[src/inc/i2cms_pkg.sv]
package i2cms_pkg;

  // ----------------------------------------------------------------
  // Register byte offsets on the APB bus
  // ----------------------------------------------------------------
  localparam logic [7:0] I2CMS_OFS_CTRL = 8'h00;
  localparam logic [7:0] I2CMS_OFS_STAT = 8'h04;
  localparam logic [7:0] I2CMS_OFS_MASK = 8'h08;
  localparam logic [7:0] I2CMS_OFS_TXH = 8'h0c;
  localparam logic [7:0] I2CMS_OFS_RXH = 8'h10;
  localparam logic [7:0] I2CMS_OFS_BAUD = 8'h14;
  localparam logic [7:0] I2CMS_OFS_OWN = 8'h18;

  // ----------------------------------------------------------------
  // bus_control field positions
  // ----------------------------------------------------------------
  localparam int CB_EN = 15;
  localparam int CB_ALL = 11;
  localparam int CB_A10 = 10;
  localparam int CB_GC = 7;
  localparam int CB_ACK_DATA_VALUE = 5;
  localparam int CB_ACKGO = 4;
  localparam int CB_RXGO = 3;
  localparam int CB_STOP = 2;
  localparam int CB_RESTART = 1;
  localparam int CB_BEGIN = 0;

  // ----------------------------------------------------------------
  // bus_status field positions
  // ----------------------------------------------------------------
  localparam int SB_ACK = 15;
  localparam int SB_TXACT = 14;
  localparam int SB_COL = 10;
  localparam int SB_GCS = 9;
  localparam int SB_TEN = 8;
  localparam int SB_WCOL = 7;
  localparam int SB_OVF = 6;
  localparam int SB_DA = 5;
  localparam int SB_STOP = 4;
  localparam int SB_START = 3;
  localparam int SB_DIR = 2;
  localparam int SB_RXF = 1;
  localparam int SB_TXF = 0;

  // ----------------------------------------------------------------
  // Reset values and write masks
  // ----------------------------------------------------------------
  localparam logic [15:0] I2CMS_CTRL_RST = 16'h0000;
  localparam logic [15:0] I2CMS_CTRL_WMASK = 16'h8cbf;
  localparam logic [9:0] I2CMS_MASK_RST = 10'h000;
  localparam logic [9:0] I2CMS_OWN_RST = 10'h000;
  localparam logic [15:0] I2CMS_BAUD_RST = 16'h00f9;

  // ----------------------------------------------------------------
  // State machines
  // ----------------------------------------------------------------
  typedef enum logic [2:0] {M_IDLE, M_START, M_RESTART, M_STOP, M_TX, M_RX, M_ACK} i2cms_mst_e;
  typedef enum logic [2:0] {SL_IDLE, SL_ADDR, SL_ADDR2, SL_RX, SL_TX} i2cms_slv_e;

endpackage : i2cms_pkg

[src/rtl/i2cms_core.sv]
// Behaviour
// - Acknowledge sequence drives ack_data_value on data: 1 is NACK, 0 is ACK.
// - ack_sequence_go starts acknowledge sequence; hardware clears it when finished.
// - master_receive_go receives one byte; cleared at end of eighth bit.
// - stop_request generates stop condition; cleared when stop sequence completes.
// - restart_request generates repeated start; cleared when sequence completes.
// - begin_request generates start condition; cleared when start sequence completes.
// - master_tx_active set at transmit start, cleared after slave acknowledge bit.
// - ten_bit_matched set on matched second address byte, cleared on stop.
// - Stop-seen flag shows stop was last bus condition; updates on each condition.
// - Start-seen flag shows start or restart was last bus condition.
// - Slave direction flag captures read/write bit of received address byte.
// - rx_full_flag sets on holding register load, clears on software read.
// - tx_full_flag sets on software write, clears when transmission completes.
// - Set address mask bits make matching incoming address bits don't-care.
// - Upper six address mask bits always read as zero.
// - General call address acknowledged only when general_call_accept is one; the code also acks it in accept_all_addr_mode.
// - Reserved addresses never match in slave mode, regardless of mask; the code matches them in accept_all_addr_mode, general call and ten-bit mode.
// - Masking applies only without accept_all_addr_mode; that mode acks everything.
//
// Our own choices: the register offsets and the APB slave port.
`timescale 1ns/1ps
module i2cms_core
  import i2cms_pkg::*;
(
  input wire logic pclk,
  input wire logic presetn,
  input wire logic psel,
  input wire logic penable,
  input wire logic pwrite,
  input wire logic [7:0] paddr,
  input wire logic [31:0] pwdata,
  output logic [31:0] prdata,
  output logic pready,
  output logic pslverr,
  input wire logic scl_in,
  output logic scl_out,
  output logic scl_oe,
  input wire logic sda_in,
  output logic sda_out,
  output logic sda_oe
);
  // ----------------------------------------------------------------
  // Pin synchronisers and bus condition detection
  // ----------------------------------------------------------------
  logic scl_s, sda_s, scl_d_r, sda_d_r;

  i2cms_sync #(.RST_VAL(1'b1)) u_scl_sync (.clk(pclk), .rst_n(presetn), .din(scl_in), .sync_r(scl_s));
  i2cms_sync #(.RST_VAL(1'b1)) u_sda_sync (.clk(pclk), .rst_n(presetn), .din(sda_in), .sync_r(sda_s));

  always_ff @(posedge pclk or negedge presetn) begin
    if (!presetn) begin
      scl_d_r <= 1'b1;
      sda_d_r <= 1'b1;
    end else begin
      scl_d_r <= scl_s;
      sda_d_r <= sda_s;
    end
  end

  wire scl_rise = scl_s & ~scl_d_r;
  wire scl_fall = ~scl_s & scl_d_r;
  wire start_det = scl_s & scl_d_r & sda_d_r & ~sda_s;
  wire stop_det = scl_s & scl_d_r & ~sda_d_r & sda_s;

  // ----------------------------------------------------------------
  // Register state
  // ----------------------------------------------------------------
  logic [15:0] ctrl_r, baud_r, brg_cnt_r;
  logic [9:0] mask_r, own_r;
  logic [7:0] tx_hold_r, rx_hold_r, m_sh_r, sl_sh_r, sl_tx_sh_r;
  logic [31:0] prdata_r;
  logic ack_r, txact_r, col_r, gcs_r, ten_r, wcol_r, ovf_r, da_r;
  logic stop_r, start_r, dir_r, rx_full_r, tx_full_r;
  logic m_scl_low_r, m_sda_low_r, sl_ack_r, scl_oe_r, sda_oe_r;
  logic [1:0] m_ph_r;
  logic [3:0] m_bit_r, sl_cnt_r;
  i2cms_mst_e m_st_r;
  i2cms_slv_e sl_st_r;

  wire en = ctrl_r[CB_EN];

  // ----------------------------------------------------------------
  // APB decode; zero wait states, data registered in the setup cycle
  // ----------------------------------------------------------------
  wire acc = psel & penable;
  wire wr = acc & pwrite;
  wire rd = acc & ~pwrite;
  wire hit_ctrl = paddr == I2CMS_OFS_CTRL;
  wire hit_stat = paddr == I2CMS_OFS_STAT;
  wire hit_mask = paddr == I2CMS_OFS_MASK;
  wire hit_txh = paddr == I2CMS_OFS_TXH;
  wire hit_rxh = paddr == I2CMS_OFS_RXH;
  wire hit_baud = paddr == I2CMS_OFS_BAUD;
  wire hit_own = paddr == I2CMS_OFS_OWN;
  wire mapped = hit_ctrl | hit_stat | hit_mask | hit_txh | hit_rxh | hit_baud | hit_own;
  assign pready = 1'b1;
  assign pslverr = acc & ~mapped;
  assign prdata = prdata_r;

  wire [15:0] stat_w = {ack_r, txact_r, 3'b000, col_r, gcs_r, ten_r, wcol_r, ovf_r, da_r,
                        stop_r, start_r, dir_r, rx_full_r, tx_full_r};
  // Upper mask bits do not exist and read as zero
  wire [15:0] rd_mux = hit_ctrl ? ctrl_r :
                       hit_stat ? stat_w :
                       hit_mask ? {6'h00, mask_r} :
                       hit_txh ? {8'h00, tx_hold_r} :
                       hit_rxh ? {8'h00, rx_hold_r} :
                       hit_baud ? baud_r :
                       hit_own ? {6'h00, own_r} : 16'h0000;

  always_ff @(posedge pclk or negedge presetn) begin
    if (!presetn) begin
      prdata_r <= 32'h0000_0000;
    end else if (psel & ~penable) begin
      prdata_r <= {16'h0000, rd_mux};
    end
  end

  // ----------------------------------------------------------------
  // Baud tick and master sequencing terms
  // ----------------------------------------------------------------
  wire tick = brg_cnt_r == 16'h0000;
  // A released clock that still reads low is being stretched; hold the phase
  wire adv = tick & ~(~m_scl_low_r & ~scl_s);
  wire m_tx = m_st_r == M_TX;
  wire m_rx = m_st_r == M_RX;
  wire m_bitst = m_tx | m_rx | (m_st_r == M_ACK);
  wire [1:0] m_fin_ph = (m_st_r == M_START || m_st_r == M_STOP) ? 2'd2 : 2'd3;
  wire [3:0] m_last = m_tx ? 4'd8 : m_rx ? 4'd7 : 4'd0;
  wire m_fin = adv & (m_st_r != M_IDLE) & (m_ph_r == m_fin_ph) & (~m_bitst | m_bit_r == m_last);
  // Released data reading low means another master won arbitration
  wire m_col = adv & ((m_tx & m_ph_r == 2'd1 & m_bit_r < 4'd8 & ~m_sda_low_r & ~sda_s) |
                      (m_st_r == M_START & m_ph_r == 2'd0 & ~sda_s));
  wire m_ack_smp = adv & m_tx & m_ph_r == 2'd1 & m_bit_r == 4'd8;

  always_ff @(posedge pclk or negedge presetn) begin
    if (!presetn) begin
      brg_cnt_r <= I2CMS_BAUD_RST;
    end else if (tick | m_st_r == M_IDLE) begin
      brg_cnt_r <= baud_r;
    end else begin
      brg_cnt_r <= brg_cnt_r - 16'h0001;
    end
  end

  // ----------------------------------------------------------------
  // Transmit write handling
  // ----------------------------------------------------------------
  wire tx_wr = wr & hit_txh;
  wire busy = (m_st_r != M_IDLE) | tx_full_r;
  wire wcol_set = tx_wr & busy;
  wire tx_load = tx_wr & ~busy;
  wire m_kick_tx = tx_load & en & (sl_st_r != SL_TX);

  // ----------------------------------------------------------------
  // Control register; a software write wins over a hardware clear
  // ----------------------------------------------------------------
  wire [15:0] hwclr = {11'h000,
                       m_col | (m_fin & m_st_r == M_ACK),
                       m_col | (m_fin & m_rx),
                       m_col | (m_fin & m_st_r == M_STOP),
                       m_col | (m_fin & m_st_r == M_RESTART),
                       m_col | (m_fin & m_st_r == M_START)};

  always_ff @(posedge pclk or negedge presetn) begin
    if (!presetn) begin
      ctrl_r <= I2CMS_CTRL_RST;
      mask_r <= I2CMS_MASK_RST;
      own_r <= I2CMS_OWN_RST;
      baud_r <= I2CMS_BAUD_RST;
      tx_hold_r <= 8'h00;
    end else begin
      ctrl_r <= (wr & hit_ctrl) ? (pwdata[15:0] & I2CMS_CTRL_WMASK) : (ctrl_r & ~hwclr);
      if (wr & hit_mask) mask_r <= pwdata[9:0];
      if (wr & hit_own) own_r <= pwdata[9:0];
      if (wr & hit_baud) baud_r <= pwdata[15:0];
      if (tx_load) tx_hold_r <= pwdata[7:0];
    end
  end

  // ----------------------------------------------------------------
  // Master sequencer: four baud phases per bit or restart, three per start or stop
  // ----------------------------------------------------------------
  always_ff @(posedge pclk or negedge presetn) begin
    if (!presetn) begin
      m_st_r <= M_IDLE;
      m_ph_r <= 2'd0;
      m_bit_r <= 4'd0;
      m_sh_r <= 8'h00;
      m_scl_low_r <= 1'b0;
      m_sda_low_r <= 1'b0;
    end else if (!en | m_col) begin
      m_st_r <= M_IDLE;
      m_scl_low_r <= 1'b0;
      m_sda_low_r <= 1'b0;
    end else if (m_st_r == M_IDLE) begin
      m_ph_r <= 2'd0;
      m_bit_r <= 4'd0;
      if (ctrl_r[CB_BEGIN]) begin
        m_st_r <= M_START;
        m_scl_low_r <= 1'b0;
        m_sda_low_r <= 1'b0;
      end else if (ctrl_r[CB_RESTART]) begin
        m_st_r <= M_RESTART;
        m_sda_low_r <= 1'b0;
      end else if (ctrl_r[CB_STOP]) begin
        m_st_r <= M_STOP;
        m_sda_low_r <= 1'b1;
      end else if (ctrl_r[CB_RXGO]) begin
        m_st_r <= M_RX;
        m_scl_low_r <= 1'b1;
        m_sda_low_r <= 1'b0;
      end else if (ctrl_r[CB_ACKGO]) begin
        m_st_r <= M_ACK;
        m_scl_low_r <= 1'b1;
        m_sda_low_r <= ~ctrl_r[CB_ACK_DATA_VALUE];
      end else if (m_kick_tx) begin
        m_st_r <= M_TX;
        m_scl_low_r <= 1'b1;
        m_sda_low_r <= ~pwdata[7];
        m_sh_r <= pwdata[7:0];
      end
    end else if (adv) begin
      m_ph_r <= m_ph_r + 2'd1;
      if (m_fin) m_st_r <= M_IDLE;
      case (m_st_r)
        M_START: begin
          if (m_ph_r == 2'd0) m_sda_low_r <= 1'b1;
          if (m_ph_r == 2'd1) m_scl_low_r <= 1'b1;
        end
        M_RESTART: begin
          if (m_ph_r == 2'd0) m_scl_low_r <= 1'b0;
          if (m_ph_r == 2'd1) m_sda_low_r <= 1'b1;
          if (m_ph_r == 2'd2) m_scl_low_r <= 1'b1;
        end
        M_STOP: begin
          if (m_ph_r == 2'd0) m_scl_low_r <= 1'b0;
          if (m_ph_r == 2'd1) m_sda_low_r <= 1'b0;
        end
        default: begin
          if (m_ph_r == 2'd0) m_scl_low_r <= 1'b0;
          if (m_ph_r == 2'd1 && m_rx) m_sh_r <= {m_sh_r[6:0], sda_s};
          if (m_ph_r == 2'd2) m_scl_low_r <= 1'b1;
          if (m_ph_r == 2'd3) begin
            m_bit_r <= m_bit_r + 4'd1;
            if (m_tx) m_sh_r <= {m_sh_r[6:0], 1'b0};
            // Next data bit, or release for the acknowledge and at the end
            m_sda_low_r <= m_tx & ~m_fin & (m_bit_r < 4'd7) & ~m_sh_r[6];
          end
        end
      endcase
    end
  end

  // ----------------------------------------------------------------
  // Slave address matching
  // ----------------------------------------------------------------
  wire all_mode = ctrl_r[CB_ALL];
  wire ten_mode = ctrl_r[CB_A10];
  wire [6:0] a7 = sl_sh_r[7:1];
  wire sl_rw = sl_sh_r[0];
  wire rsv = (a7[6:3] == 4'b0000) | (a7[6:3] == 4'b1111);
  wire m7 = ((a7 ^ own_r[6:0]) & ~mask_r[6:0]) == 7'h00;
  wire ten_hi = (a7[6:2] == 5'b11110) & (((a7[1:0] ^ own_r[9:8]) & ~mask_r[9:8]) == 2'b00);
  wire lo_m = ((sl_sh_r ^ own_r[7:0]) & ~mask_r[7:0]) == 8'h00;
  wire gc_hit = ctrl_r[CB_GC] & (sl_sh_r == 8'h00);
  // Accept-all acknowledges everything and bypasses the mask
  wire a_ok7 = all_mode | gc_hit | (~ten_mode & ~rsv & m7);
  wire a_hi = ~all_mode & ~gc_hit & ten_mode & ten_hi & (~sl_rw | ten_r);
  wire addr_ok = a_ok7 | a_hi;
  wire in_addr = sl_st_r == SL_ADDR;
  wire in_addr2 = sl_st_r == SL_ADDR2;
  wire in_srx = sl_st_r == SL_RX;
  wire in_stx = sl_st_r == SL_TX;
  wire sl_ack_ok = in_addr ? addr_ok : in_addr2 ? lo_m : in_srx & ~rx_full_r;
  wire sl_dec = scl_fall & (sl_cnt_r == 4'd8) & (in_addr | in_addr2 | in_srx);
  wire sl_ack_smp = scl_rise & in_stx & (sl_cnt_r == 4'd8);
  wire sl_txld = scl_fall & in_stx & (sl_cnt_r == 4'd9);
  i2cms_slv_e sl_nxt;
  assign sl_nxt = in_addr ? (!addr_ok ? SL_IDLE : (a_hi & ~sl_rw) ? SL_ADDR2 :
                             sl_rw ? SL_TX : SL_RX) :
                  in_addr2 ? (lo_m ? SL_RX : SL_IDLE) : sl_st_r;

  // ----------------------------------------------------------------
  // Slave byte engine, clocked by sampled bus clock edges
  // ----------------------------------------------------------------
  always_ff @(posedge pclk or negedge presetn) begin
    if (!presetn) begin
      sl_st_r <= SL_IDLE;
      sl_cnt_r <= 4'd0;
      sl_sh_r <= 8'h00;
      sl_tx_sh_r <= 8'h00;
      sl_ack_r <= 1'b0;
    end else if (!en | stop_det) begin
      sl_st_r <= SL_IDLE;
      sl_cnt_r <= 4'd0;
      sl_ack_r <= 1'b0;
    end else if (start_det) begin
      sl_st_r <= SL_ADDR;
      sl_cnt_r <= 4'd0;
      sl_ack_r <= 1'b0;
    end else if (scl_rise & sl_st_r != SL_IDLE) begin
      if (sl_cnt_r < 4'd8) sl_sh_r <= {sl_sh_r[6:0], sda_s};
      sl_cnt_r <= sl_cnt_r + 4'd1;
      if (sl_ack_smp & sda_s) sl_st_r <= SL_IDLE;
    end else if (scl_fall & sl_st_r != SL_IDLE) begin
      if (sl_cnt_r == 4'd8) begin
        sl_ack_r <= sl_ack_ok;
        sl_st_r <= sl_nxt;
      end else if (sl_cnt_r == 4'd9) begin
        sl_ack_r <= 1'b0;
        sl_cnt_r <= 4'd0;
        if (in_stx) sl_tx_sh_r <= tx_hold_r;
      end else if (in_stx) begin
        sl_tx_sh_r <= {sl_tx_sh_r[6:0], 1'b0};
      end
    end
  end

  wire sl_low = sl_ack_r | (in_stx & sl_cnt_r < 4'd8 & ~sl_tx_sh_r[7]);

  // ----------------------------------------------------------------
  // Status flags; every hardware set wins over a same-cycle clear
  // ----------------------------------------------------------------
  wire sclr = wr & hit_stat;
  wire rx_try_m = m_fin & m_rx;
  wire rx_try_s = sl_dec & in_srx;
  wire rx_ld = (rx_try_m | rx_try_s) & ~rx_full_r;
  wire rx_rd = rd & hit_rxh;

  always_ff @(posedge pclk or negedge presetn) begin
    if (!presetn) begin
      {ack_r, txact_r, col_r, gcs_r, ten_r, wcol_r, ovf_r, da_r} <= 8'h00;
      {stop_r, start_r, dir_r, rx_full_r, tx_full_r} <= 5'h00;
      rx_hold_r <= 8'h00;
    end else begin
      if (m_ack_smp | sl_ack_smp) ack_r <= sda_s;
      txact_r <= m_kick_tx | (txact_r & ~(m_fin & m_tx) & ~m_col);
      col_r <= m_col | (col_r & ~(sclr & ~pwdata[SB_COL]));
      wcol_r <= wcol_set | (wcol_r & ~(sclr & ~pwdata[SB_WCOL]));
      ovf_r <= ((rx_try_m | rx_try_s) & rx_full_r) | (ovf_r & ~(sclr & ~pwdata[SB_OVF]));
      if (sl_dec & in_addr) gcs_r <= gc_hit;
      else if (stop_det) gcs_r <= 1'b0;
      ten_r <= (sl_dec & in_addr2 & lo_m) | (ten_r & ~stop_det);
      if (sl_dec & in_addr & addr_ok) dir_r <= sl_rw;
      if (sl_dec & in_addr & addr_ok) da_r <= 1'b0;
      else if (rx_try_s) da_r <= 1'b1;
      if (start_det | stop_det) begin
        stop_r <= stop_det;
        start_r <= start_det;
      end
      rx_full_r <= rx_ld | (rx_full_r & ~rx_rd);
      if (rx_ld) rx_hold_r <= rx_try_m ? m_sh_r : sl_sh_r;
      tx_full_r <= tx_load | (tx_full_r & ~((m_fin & m_tx) | sl_txld | m_col));
    end
  end

  // ----------------------------------------------------------------
  // Open-drain pin drive; outputs only ever pull low
  // ----------------------------------------------------------------
  always_ff @(posedge pclk or negedge presetn) begin
    if (!presetn) begin
      scl_oe_r <= 1'b0;
      sda_oe_r <= 1'b0;
    end else begin
      scl_oe_r <= en & m_scl_low_r;
      sda_oe_r <= en & (m_sda_low_r | sl_low);
    end
  end

  assign scl_out = 1'b0;
  assign sda_out = 1'b0;
  assign scl_oe = scl_oe_r;
  assign sda_oe = sda_oe_r;

endmodule : i2cms_core

[src/rtl/i2cms_sync.sv]
`timescale 1ns/1ps
// Two-flop synchroniser; only the second stage is visible outside
module i2cms_sync #(
  parameter logic RST_VAL = 1'b1
) (
  input wire logic clk,
  input wire logic rst_n,
  input wire logic din,
  output logic sync_r
);
  logic meta_r;

  // First stage may go metastable, so nothing but the second stage reads it
  always_ff @(posedge clk or negedge rst_n) begin
    if (!rst_n) begin
      meta_r <= RST_VAL;
      sync_r <= RST_VAL;
    end else begin
      meta_r <= din;
      sync_r <= meta_r;
    end
  end
endmodule : i2cms_sync
[config.mk]
export PLATFORM = sky130hd
export DESIGN_NAME = i2cms_core
export DESIGN_NICKNAME = d
export VERILOG_FILES = /design/src/inc/i2cms_pkg.sv /design/src/rtl/i2cms_core.sv /design/src/rtl/i2cms_sync.sv
export SDC_FILE = /design/constraint.sdc
export NUM_CORES = 1
export LEC_CHECK = 0
export BUFFER_PORTS_ARGS = -buffer_cell sky130_fd_sc_hd__buf_4
export CAP_MARGIN = 20
export CORE_MARGIN = 2
export CORE_UTILIZATION = 60
export DETAILED_ROUTE_END_ITERATION = 6
export PLACE_DENSITY_LB_ADDON = 0.25
export SLEW_MARGIN = 5
export SYNTH_ARGS = -nofsm -noshare
export SYNTH_HDL_FRONTEND = slang
export SYNTH_HIERARCHICAL = 1
export SYNTH_SLANG_ARGS = --single-unit
[constraint.sdc]
create_clock -name pclk -period 4.2 [get_ports pclk]
set_clock_uncertainty 0.2 [all_clocks]
set_input_delay 0.42 -clock pclk [delete_from_list [all_inputs] [get_ports pclk]]
set_output_delay 0.42 -clock pclk [all_outputs]
set_load 0.01 [all_outputs]
---- Yosys cells after proc, flatten, opt, wreduce, memory -nomap -nowiden ----
Cells that the tools add are included.
Widths: inputs -> output; s select.
storage, ports and cells
  bits in registers ....................... 164
  input port bits ......................... 47
  output and inout bits ................... 38
  logic and storage cells ................. 408
cells by class
  add/sub/neg operators ................... 4
  $lt $le $gt $ge ......................... 3
  equality and inequality tests ........... 45
  muxes and demuxes ....................... 100
  bitwise gates (word level) .............. 177
  reductions and logical operators ........ 39
operator list
  kind                   number
  $mux 16                8
  $mux 8                 16
  $and 1x1->1            88
  $mux 3                 22
  $mux 4                 11
  $or 1x1->1             40
  $not 1->1              38
  $mux 1                 37
  $eq 8x5->1 const B     3
  $logic_not 8->1        3
  $and 16x16->16         1
  $eq 4x4->1 const B     4
  $eq 8x4->1 const B     2
  $logic_not 16->1       1
  $ne 4x1->1 const B     4
  $not 5->16             1
  $reduce_bool 4->1      4
  $sub 16x1->16 const B  1
  $reduce_bool 3->1      5
  $eq 3x2->1 const B     4
  $eq 3x3->1 const B     4
  $ne 2x2->1 const B     6
  $reduce_and 4->1       3
  $reduce_and 6->1       2
  other kinds (46)       60

---- Logic depth before layout (Yosys ltp) ----
Gate-level depths: netlist of run 1.
  depth in word-level cells ............... 16
  gate-level depth with buffers ........... 9
  mapped depth without buffers ............ 8

---- By module ----
Netlist of run 1, hierarchy kept.
by module, submodules not included
  module      instances  cells each  area each (um^2)  sequential area each (um^2)
  i2cms_core  1          855         8299.2            3871.2
  i2cms_sync  2          2           52.6              52.6

---- Worst setup path after synthesis of run 1 ----
OpenSTA, ideal clock, no wires.
  path kind ............................... flip-flop to flip-flop
  start ................................... register brg_cnt_r[9]
  end ..................................... register rx_hold_r[2]
  setup time .............................. 0.126 ns
  data arrival time ....................... 2.618 ns
  data required time ...................... 3.874 ns
  slack ................................... 1.256 ns
  cell stages (with the launch flop) ...... 8
  path buffers ............................ 1
  clock period less this slack ............ 2.944 ns
  cell sequence ........................... dfrtp_1 or4_4 or3_4 or3_1 buf_6 nor4_4 nor2_2 a221o_1
on the way
  cells in the longest elaborated chain, start to end .. 8
  elaborated cells between the ends (all ways) .. 9
  classes of those cells .................. mux (1); bitwise (7); reduce/logical (1)
ends and longest elaborated chain
  element                        line               source
  start: declaration             i2cms_core.sv:69   logic [15:0] ctrl_r, baud_r, brg_cnt_r;
  start signal: assignment       i2cms_core.sv:141  brg_cnt_r <= baud_r;
  start signal: assignment       i2cms_core.sv:143  brg_cnt_r <= brg_cnt_r - 16'h0001;
  $logic_not 16->1 (*)           i2cms_core.sv:123  wire tick = brg_cnt_r == 16'h0000;
  $and 1x1->1 (*)                i2cms_core.sv:125  wire adv = tick & ~(~m_scl_low_r & ~scl_s);
  $and 1x1->1 (*) (3 in series)  i2cms_core.sv:131  wire m_fin = adv & (m_st_r != M_IDLE) & (m_ph_r == m_fin_ph) & (~m_bitst | m_bit_r == m_last);
  $and 1x1->1 (*)                i2cms_core.sv:327  wire rx_try_m = m_fin & m_rx;
  $or 1x1->1                     i2cms_core.sv:329  wire rx_ld = (rx_try_m | rx_try_s) & ~rx_full_r;
  $and 1x1->1                    i2cms_core.sv:329
  end signal: assignment         i2cms_core.sv:354  if (rx_ld) rx_hold_r <= rx_try_m ? m_sh_r : sl_sh_r;
  end: declaration               i2cms_core.sv:71   logic [7:0] tx_hold_r, rx_hold_r, m_sh_r, sl_sh_r, sl_tx_sh_r;
Mark *: on every way between the ends. The rest lies on a longest branch, timed or not.
A chain may end at the register's enable or synchronous reset.

---- Worst setup path after layout of run 1 ----
  start ................................... register brg_cnt_r[10]
  end ..................................... register rx_hold_r[1]
The elaborated chain is that of the path after synthesis.

==> summary.md, run 1 <==
| Metric | Value |
|---|---|
| Status | finished, final reports clean |
| CTS tree | built |
| Pre-antenna DRT Iters | 5 |
| Drt initial violations | 770 |
| Cts hold-fix bufs | 4 |
| Synth top area share | 0.4169 |
| Syn_area_per_cell | 9.784 um^2 |
| Critical Path Slowest Stage Cell | nor4_1 |
| Number of flops mapped to enable cells by yosys | 0 |
| CP top delay family | simple AND/OR/NAND/NOR gates |
| Starting density of the core | 0.6102 |
| Routed Antenna Nets | 0 |
| Sequential element share of the synthesized area | 0.4731 |
| Power Dens Cells | 493.5 nW/um^2 |
| Ratio of cells with drive above 1 in the final layout | 0.1945 |
| Initial antenna violation count | 0 |
| Critical Path Stages | 6 |
| RSZ-0062 raised after global routing | false |
| R2R depth | 6 |
| Number of CTS-inserted buffers | 17 |
| Fillers | 1106 |
| Vias in the first global route | 6665 |
| DRC | 0 |
| FP Rows | 43 |
| DRT Wirelength | approximately 23000 um |
| CP startpoint | brg_cnt_r[10]$_DFF_PN0_ |
| Final net count | about 950 |
| Crit-path max cell delay | about 0.8 ns |
| Clock latency at the later pin of the worst-skew pair | 0.43 ns |
| Critical Path Sink | rx_hold_r[1]$_DFFE_PN0P_ |
| TNS Setup | 0 ns |
| Placer Congestion | 0.9379 |
| Avg WL per Cell | between 20 and 25 um |
| Final core utilization | 0.6882 |
| Top Ports | 85 |
| Final min period | ~3.6 ns |
| Crit-path cells | nor4_1 > nand3_1 > nor4_1 > nand4_1 > and3_1 > a221o_1 |
| Maximum fanout along the worst path | 11 |
| Post-synthesis cell type count | 69 |
| Top cells by area, synth | dfrtp_1 42%, mux2_2 7.5%, dfstp_2 5.6%, nand2_1 4.6%, o21ai_0 3.1% |
| Crit Path Class | reg -> reg |
| Max Buffers Root-to-Sink | 2 |
| Hold-critical path depth | 3 |
| CP startpoint kind | register |
| Final period utilization | 0.8686 |
| Die width | between 100 and 150 um |
| Clk pin slew, worst setup/hold paths | 0.06 ns |
| H-tree depth | 4 |
| Post-cts sizing count | 0 |
| Dominant synthesized flop cell | dfrtp_1 |
| Largest net degree at the start of global routing | 107 |
| Ys Warns | 6 |
| Max IR drop VDD | 362.3 uV |
| Multi-input logic area | slightly above 4000 um^2 |
| Worst Hold Class | in -> reg |
| Arr. time, crit path | 3.75 ns |
| Critical path endpoint category | register |
| RR Endpoint | rx_hold_r[1]$_DFFE_PN0P_ |
| Die area | 14970 um^2 |
| First-pass GRT wire length | 36540 um |
| Flop-to-flop setup slack | 0.55 ns |
| Worst-Margin Slew | 1.103 ns |
| Via density per instance | 6.442 |
| Ys async rst share | 1.000 |
| Reg2reg start | brg_cnt_r[10]$_DFF_PN0_ |
| Global route overflow | 0 |
| Core Region | roughly 14000 um^2 |
| Vias | roughly 7000 |
| Final hold vios | 0 |
| Sequential Area | 3976 um^2 |
| FF+latch count, synth | 158 |
| Clk sinks | 158 |
| Cell area after synthesis | 8404 um^2 |
| Mapped Cells | 859 |
| Cell accounting for the most synthesized area | dfrtp_1 |
| Crit path buf inv count | 0 |
| Max_cap viols | 0 |
| Fmax | between 200 and 300 MHz |
| CTS Root Cell | clkbuf_16 |
| Total track usage | 0.3248 |
| Post CTS Setup Buffer Count | 0 |
| Hold Startpoint | pwdata[11] |
| Port bufs | between 40 and 50 |
| Cell mode on critical path | nor4_1 |
| Detailed-placement wirelength estimate | 16720 um |
| Antenna cells | 0 |
| Worst EP required | 4.31 ns |
| Finish-stage setup viols | 0 |
| Area Overhead vs Synth | 12.79% |
| Die Y-Extent | 122.4 um |
| Relative slew slack | 0.2580 |
| Leak Pwr | 4.220 nW |
| Slew Viols, Final | 0 |
final cells by class:
type	count	share of cell area
tap	180	0.02376
clock inverter	13	0.01346
inverter	24	0.009504
timing repair buffer	65	0.05293
multi-input combinational	631	0.4331
clock buffer	19	0.04778
sequential	158	0.4195
through the flow:
stage                     hold slack [ns]  power [mW]  cells  setup slack, ns  cell area [um^2]
after floorplan                  -0.07559       2.776    876            1.256              8468
after global placement             0.1453       3.080   1054           0.8392              8850
after detailed placement           0.1472       3.135   1054           0.7270              8850
after CTS                        0.001731       4.659   1090           0.6077              9470
after global routing              0.01686       4.888   1090           0.3337              9479
final                            0.007496       4.678   1090           0.5521              9479
worst reg2reg max path: stages (launching register included):
cell and delay, ns:
dfrtp_1 0.43, nor4_1 0.54, nand3_1 0.36, nor4_1 0.80
nand4_1 0.57, and3_1 0.36, a221o_1 0.27
worst min path at each step:
stage / to / slack [ns]
finish: ctrl_r[11]$_DFFE_PN0P_ / 0.007
global route: baud_r[13]$_DFFE_PN0P_ / 0.02
floorplan: ack_r$_DFFE_PN0P_ / -0.08
detailed placement: u_scl_sync/sync_r$_DFF_PN1_ / 0.15
global placement: u_sda_sync/sync_r$_DFF_PN1_ / 0.15
CTS: ctrl_r[11]$_DFFE_PN0P_ / 0.002
metal layers:
metal	track usage	part of all wire	vias up
met3	0.07714	0.077	56
met5	0	0	-
met4	0.1193	0.032	0
li1	-	-	3173
met1	0.4505	0.43	3436
met2	0.4993	0.47	357
logic make-up (layout without fill, tap and decap cells):
family / after synthesis / after routing / synth area share
AND/OR/NAND/NOR: 296 / 296 / 0.1737
AO/OA/AOI/OAI: 205 / 205 / 0.1653
flip-flops: 158 / 158 / 0.4731
buffers and inverters: 87 / 121 / 0.04824
multiplexers: 69 / 69 / 0.09052
XOR/XNOR: 32 / 32 / 0.03335
adder cells (fa/ha/maj): 10 / 10 / 0.01489
other: 2 / 19 / 0.0008936
placed cells by master (no fill, tap or decap), types with 5 or more instances in the layout:
cell,n
xor2_1,10
a22o_1,7
o21ai_0,51
a22oi_1,9
nor4_1,11
nor2b_1,12
nor3_1,22
xnor2_1,22
buf_4,60
a221oi_1,5
a221o_1,10
a31oi_1,12
nor3b_1,5
mux2i_1,13
o22ai_1,17
nand2_1,103
clkbuf_16,17
a2bb2oi_1,8
inv_1,24
and3_1,14
or3_1,7
nor2_1,65
conb_1,19
nand3_1,20
dfstp_2,18
dfrtp_1,140
ha_1,10
o21a_1,7
mux2_2,56
o31ai_1,7
nand2b_1,7
a21oi_1,31
synth_stat cells (all sizes together), types with 4 or more instances:
library cell / instances
a32oi: 4
a221o: 10
o22ai: 17
nand3b: 4
o2111ai: 4
o41ai: 4
nor4: 12
a21oi: 31
mux2i: 13
o21ai: 53
and3: 14
clkbuf: 42
nor2: 66
o31ai: 7
a22oi: 9
xnor2: 22
a31oi: 12
nand2b: 7
nand2: 103
mux2: 56
nor3: 22
xor2: 10
o21a: 7
inv: 24
or3: 8
dfstp: 18
a2bb2oi: 8
a32o: 4
nand4b: 4
nand3: 20
nor2b: 12
a221oi: 5
a22o: 7
buf: 21
dfrtp: 140
ha: 10
nor3b: 5
or4: 4
where the power goes:
part	switching, mW	leakage, nW	internal, mW
registers	0.299	2.04	1.74
logic	0.633	1.90	0.489
clock network	0.659	0.283	0.859
total	1.59	4.22	3.09
flip-flops by register name, indices dropped and copies added (netlist names), 10 cells and up:
| register | cells |
|---|---|
| baud_r | 16 |
| brg_cnt_r | 16 |
| ctrl_r | 10 |
| mask_r | 10 |
| own_r | 10 |
| prdata | 16 |
Power figures use the tool's default switching activity.
==> inputs of run 2 (changes only) <==
--- a/config.mk
+++ b/config.mk
@@ -6,11 +6,12 @@
 export NUM_CORES = 1
 export LEC_CHECK = 0
 export BUFFER_PORTS_ARGS = -buffer_cell sky130_fd_sc_hd__buf_4
-export CAP_MARGIN = 20
+export CAP_MARGIN = 15
 export CORE_MARGIN = 2
 export CORE_UTILIZATION = 60
 export DETAILED_ROUTE_END_ITERATION = 6
 export PLACE_DENSITY_LB_ADDON = 0.25
+export RECOVER_POWER = 50
 export SLEW_MARGIN = 5
 export SYNTH_ARGS = -nofsm -noshare
 export SYNTH_HDL_FRONTEND = slang
==> run 2 against run 1 <==
The flow now finishes with violations (capacitance limit, slew limit). Wire length down 0.29%. Register-to-register slack gained 0.03 ns. Hold slack worse by 0.0020 ns. Flip-flop and latch count did not move. Die area unchanged. Combinational power hardly changed. Clock-buffer cell count is the same. Sequential power hardly changed. Clock power is essentially flat. Power decreased by 0.65%. Core utilization decreased by 0.66 points. Largest power group unchanged.
==> summary.md, run 2 (synthesis gave the netlist of run 1 again) <==
| Metric | Value |
|---|---|
| Cts hold-fix bufs | 4 |
| Relative slew slack | -0.7114 |
| Clock latency at the later pin of the worst-skew pair | approximately 0.43 ns |
| DRC | 0 |
| CP startpoint kind | register |
| Clk pin slew, worst setup/hold paths | 0.06 ns |
| Met3 usage in global routing | 0.07714 |
| Post CTS Setup Buffer Count | 0 |
| FP Rows | 43 |
| Maximum fanout along the worst path | 11 |
| Clock power frac | 0.325 |
| Fillers | about 1100 |
| Worst-Margin Slew | 2.567 ns |
| Pre-CTS WS | 0.7270 ns |
| Final hold vios | 0 |
| Crit Path Class | reg -> reg |
| Pre-antenna DRT Iters | 5 |
| NetSw | 1.580 mW |
| H-tree depth | 4 |
| Part of the power in registers | 0.438 |
| Largest net degree at the start of global routing | 107 |
| First-pass GRT wire length | 36540 um |
| Placer Congestion | ~0.94 |
| Post-cts sizing count | 0 |
| Worst EP required | about 4.3 ns |
| Fmax | 276.6 MHz |
| Sequential Area | 3976 um^2 |
| Flop-to-flop setup slack | 0.58 ns |
| Crit path buf inv count | 0 |
| Global routing usage on met2 | 0.4993 |
| Detailed-placement wirelength estimate | 16720 um |
| Layer with the highest usage | met2 |
| Finish-stage setup viols | 0 |
| Total track usage | 0.3248 |
| Most common cell after layout, fill and taps aside | dfrtp_1 |
| Arr. time, crit path | 3.72 ns |
| Drt initial violations | around 640 |
| Power Dens Cells | 495.1 nW/um^2 |
| Ratio of cells with drive above 1 in the final layout | 0.1681 |
| Avg WL per Cell | approximately 21 um |
| Most frequent cells in the layout | 140 x dfrtp_1, 103 x nand2_1, 65 x nor2_1 |
| CP top delay family | simple AND/OR/NAND/NOR gates |
| DRT Wirelength | 23260 um |
| Failing checks | capacitance limit, slew limit |
| Max IR drop VDD | around 360 uV |
| Leak Pwr | 4.131 nW |
| Design area | 9388 um^2 |
| Clk sinks | 158 |
| Logic pwr share | 0.237 |
| CTS tree | built |
| Met1 Use GR | 0.4505 |
| Post-DP Area | between 8000 and 9000 um^2 |
| Final net count | 954 |
| Worst Hold Class | in -> reg |
| Die area | ~15000 um^2 |
| Top Ports | 85 |
| Critical Path Slowest Stage Cell | nor4_1 |
| Layout Cells excl Fill | 1090 |
| Antenna cells | 0 |
| Routed Antenna Nets | 0 |
| Die Y-Extent | 122.4 um |
| CTS Root Cell | clkbuf_16 |
| Internal | 3.068 mW |
| Status | complete, but fails checks |
| Max Buffers Root-to-Sink | 2 |
| Critical path endpoint category | register |
| Switching share of total power | 0.3400 |
| Max_cap viols | 1 |
| Cell mode on critical path | nor4_1 |
| Initial antenna violation count | 0 |
| Via density per instance | 6.418 |
| Vias | 6996 |
| Slack of the critical path | 0.5849 ns |
| Crit-path max cell delay | just under 0.8 ns |
| Port bufs | 49 |
| Vias in the first global route | roughly 6700 |
| Area Overhead vs Synth | 11.70% |
| Tot Pwr | around 4.6 mW |
| Final period utilization | 0.8607 |
| RSZ-0062 raised after global routing | false |
| Number of CTS-inserted buffers | 17 |
| Slew Viols, Final | 107 |
| Final min period | approximately 3.6 ns |
| Placed Cells | 1054 |
| Die width | 122.4 um |
| Multi-input logic area | 4105 um^2 |
| Starting density of the core | 0.6102 |
| Core Region | 13770 um^2 |
| TNS Setup | 0 ns |
| Crit-path cells | nor4_1 > nand3_1 > nor4_1 > nand4_1 > and3_1 > a221o_1 |
| Global route overflow | 0 |
-- run 2: layout make-up --
class,instances,area share
Multi-Input combinational cell,631,0.4373
Sequential cell,158,0.4236
Clock buffer,19,0.04825
Timing Repair Buffer,65,0.04372
Tap cell,180,0.02399
Clock inverter,13,0.01359
Inverter,24,0.009596
-- run 2: per-layer routing --
| layer | wire length [um] | vias to the layer above |
|---|---|---|
| met3 | 1814 | 58 |
| met1 | 9809 | 3450 |
| met5 | 0 | - |
| met4 | 688 | 0 |
| met2 | 10950 | 324 |
| li1 | - | 3164 |
-- run 2: path summary, 6_finish.rpt --
| kind | from | end | cells after the start |
|---|---|---|---|
| worst max-delay path | brg_cnt_r[10]$_DFF_PN0_ | rx_hold_r[1]$_DFFE_PN0P_ | 6 |
| worst min-delay path | pwdata[11] | ctrl_r[11]$_DFFE_PN0P_ | 3 |
| worst max register to register | brg_cnt_r[10]$_DFF_PN0_ | rx_hold_r[1]$_DFFE_PN0P_ | 6 |
| worst min register to register | u_sda_sync/meta_r$_DFF_PN1_ | u_sda_sync/sync_r$_DFF_PN1_ | 0 |
| max in group asynchronous | presetn | ovf_r$_DFF_PN0_ | 3 |
| min in group asynchronous | presetn | m_bit_r[2]$_DFFE_PN0P_ | 2 |
-- run 2: tightest hold or removal path: cells and delay by family --
kind	cells	cell delay, ns
AND/OR/NAND/NOR	2	0.09
buffers and inverters	1	0.08
-- run 2: metrics by stage --
| stage | util | hold WS [ns] |
|---|---|---|
| floorplan | - | -0.07559 |
| global placement | 0.6425 | 0.1453 |
| detailed placement | 0.6425 | 0.1472 |
| CTS | 0.6876 | 0.001731 |
| global route | 0.6816 | 0.01686 |
| finish | 0.6816 | 0.005534 |
-- run 2: power groups by stage --
stage	Clock (mW)	Sequential (mW)	Combinational, mW
after floorplan	0	1.90	0.877
after global placement	0	2.03	1.05
after detailed placement	0	2.05	1.08
after CTS	1.53	2.03	1.10
after global routing	1.59	2.07	1.21
final	1.51	2.03	1.10
==> inputs of run 3 (changes only) <==
--- a/config.mk
+++ b/config.mk
@@ -15,5 +15,4 @@
 export SLEW_MARGIN = 5
 export SYNTH_ARGS = -nofsm -noshare
 export SYNTH_HDL_FRONTEND = slang
-export SYNTH_HIERARCHICAL = 1
 export SYNTH_SLANG_ARGS = --single-unit
==> run 3 against run 2 <==
The run still ends with capacitance limit, slew limit left. Combinational power is 15% lower. Die area is 0.97% higher. Flip-flop and latch count stayed put. Largest power group unchanged. Synthesized cell count is 4.4% higher. Clock power is 12% higher. Wire length is 3.0% lower. Via count is 2.8% higher. Power is 0.15% lower. Sequential power hardly changed. Area after synthesis is 1.0% higher. Critical endpoint is now txact_r$_DFF_PN0_. Global-route usage is 1.1 points lower.
==> summary.md, run 3 <==
| Metric | Value |
|---|---|
| Die Y-Extent | 122.9 um |
| Sequential element share of the synthesized area | 0.4685 |
| CTS tree | built |
| Routed Antenna Nets | 0 |
| Cell accounting for the most synthesized area | dfrtp_1 |
| DRC | 0 |
| Top Ports | 85 |
| Core Region | 13830 um^2 |
| Worst Hold Margin | 0.01889 ns |
| Post CTS Setup Buffer Count | 0 |
| RSZ-0062 raised after global routing | false |
| FF+latch count, synth | roughly 160 |
| TNS Setup | 0 ns |
| CP startpoint kind | register |
| Cell with the most instances after synthesis | dfrtp_1 |
| Area Overhead vs Synth | 11.93% |
| Most common cell after layout, fill and taps aside | dfrtp_1 |
| DRT Wirelength | roughly 23000 um |
| Clk sinks | 158 |
| Drt initial violations | 904 |
| Critical Path Slowest Stage Cell | nor3_1 |
| Crit-path cells | nor4_1 > nand4_1 > nor3_1 > o21ai_0 > nor3_1 > o21ai_0 |
| Via density per instance | 6.390 |
| Worst-Margin Slew | 2.466 ns |
| Pre-antenna DRT Iters | 6 |
| Leak Pwr | 4.220 nW |
| Maximum fanout along the worst path | 6 |
| Final net count | 990 |
| Tot Pwr | 4.641 mW |
| Global route overflow | 0 |
| Syn_area_per_cell | 9.463 um^2 |
| Ys async rst share | 1.000 |
| Worst EP required | about 4.3 ns |
| First-pass GRT wire length | 35540 um |
| Number of CTS-inserted buffers | 17 |
| CTS Root Cell | clkbuf_16 |
| Placer Congestion | 0.9595 |
| Max_cap viols | 1 |
| Clock latency at the later pin of the worst-skew pair | 0.43 ns |
| Total track usage | 0.3143 |
| Failing checks | capacitance limit, slew limit |
| Mapped Cells | 897 |
| Initial antenna violation count | 0 |
| Final hold vios | 0 |
| Synth top area share | 0.4127 |
| Avg WL per Cell | 20.03 um |
| Dominant synthesized flop cell | dfrtp_1 |
| Final min period | 3.137 ns |
| Worst Hold Class | in -> reg |
| Number of flops mapped to enable cells by yosys | 0 |
| Synth cell count leaders | 140 x dfrtp_1, 100 x nand2_1, 80 x nor2_1 |
| Post-synthesis cell type count | 71 |
| Arr. time, crit path | 3.23 ns |
| Final core utilization | 0.6871 |
| Max Buffers Root-to-Sink | 2 |
| FP Rows | 43 |
| Status | complete, but fails checks |
| Critical path endpoint category | register |
| Port bufs | a little under 50 |
| Final period utilization | 0.7468 |
| Clk pin slew, worst setup/hold paths | 0.07 ns |
| Most frequent cells in the layout | 140 x dfrtp_1, 100 x nand2_1, 80 x nor2_1 |
| Detailed-placement wirelength estimate | roughly 16000 um |
| Starting density of the core | 0.6139 |
| Power Dens Cells | 488.5 nW/um^2 |
| Vias in the first global route | 6610 |
| Vias | 7195 |
| Ratio of cells with drive above 1 in the final layout | 0.1628 |
| Die area | 15110 um^2 |
| Finish-stage setup viols | 0 |
| Crit-path max cell delay | 0.58 ns |
| Largest net degree at the start of global routing | 103 |
| Fmax | between 300 and 400 MHz |
| Die width | 122.9 um |
| Relative slew slack | -0.6440 |
| H-tree depth | 4 |
| Cell area after synthesis | 8488 um^2 |
| Slew Viols, Final | 103 |
| Antenna cells | 0 |
| Top cells by area, synth | dfrtp_1 41%, mux2_2 7.4%, dfstp_2 5.6%, nand2_1 4.4%, o21ai_0 4.4% |
| Ys Warns | 0 |
| Crit Path Class | reg -> reg |
| Max IR drop VDD | between 400 and 500 uV |
-- run 3: cells by family (layout without fill, tap and decap cells) --
group                      Yosys count  count (layout)  synth area share
muxes                               75              75           0.09684
xor gates and xnor gates            32              32           0.03302
other                                2              19         0.0008848
AOI/OAI and AO/OA                  201             201            0.1461
adders and majority gates           10              10           0.01474
and+or+nand+nor                    338             338            0.1950
DFF                                158             158            0.4685
buffers and inverters               81             113           0.04496
-- run 3: final timing paths --
path	cells past startpoint	slack [ns]	endpoint	from
max in group asynchronous	3	1.08	prdata[9]$_DFFE_PN0P_	presetn
worst max-delay path	6	1.06	txact_r$_DFF_PN0_	brg_cnt_r[8]$_DFF_PN0_
worst min-delay path	3	0.02	ctrl_r[10]$_DFFE_PN0P_	pwdata[10]
min in group asynchronous	2	1.09	own_r[7]$_DFFE_PN0P_	presetn
worst max register to register	6	1.06	txact_r$_DFF_PN0_	brg_cnt_r[8]$_DFF_PN0_
worst min register to register	0	0.16	u_sda_sync.sync_r$_DFF_PN1_	u_sda_sync.meta_r$_DFF_PN1_
-- run 3: what timing repair did --
action	CTS	global route
endpoints found under the hold margin	89	0
resized for setup	0	0
hold buffers	3	0
-- run 3: layout make-up --
| type | instances | area [um^2] |
|---|---|---|
| Fill cell | 1116 | 4327 |
| Clock inverter | 13 | 212.7 |
| Clock buffer | 19 | 432.9 |
| Sequential cell | 158 | 3976 |
| Timing Repair Buffer | 61 | 380.4 |
| Tap cell | 180 | 225.2 |
| Multi-Input combinational cell | 675 | 4198 |
| Inverter | 20 | 75.07 |
-- run 3: worst max-delay path: cells and delay by family, from the launching register on --
kind / cells / cell delay [ns]
AND/OR/NAND/NOR: 4 / 1.81
AO/OA/AOI/OAI: 2 / 0.59
flip-flops: 1 / 0.40
-- run 3: through the flow --
stage | instances | cell area (um^2) | setup slack, ns
after global routing | 1126 | 9500 | 0.4982
after floorplan | 914 | 8552 | 1.679
after detailed placement | 1091 | 8910 | 1.146
final | 1126 | 9500 | 1.063
after CTS | 1126 | 9585 | 1.142
after global placement | 1091 | 8910 | 1.191
-- run 3: report_power, final --
part,internal (mW),switching (mW)
Clock,1.06,0.633
Sequential,1.71,0.299
Combinational,0.414,0.525
-- run 3: per-layer routing --
layer  share of wire  up-vias  track usage
li1                -     3244            -
met1            0.42     3458       0.4412
met2            0.45      411       0.4706
met3           0.087       82      0.05858
met4           0.047        0       0.1559
met5               0        -            0
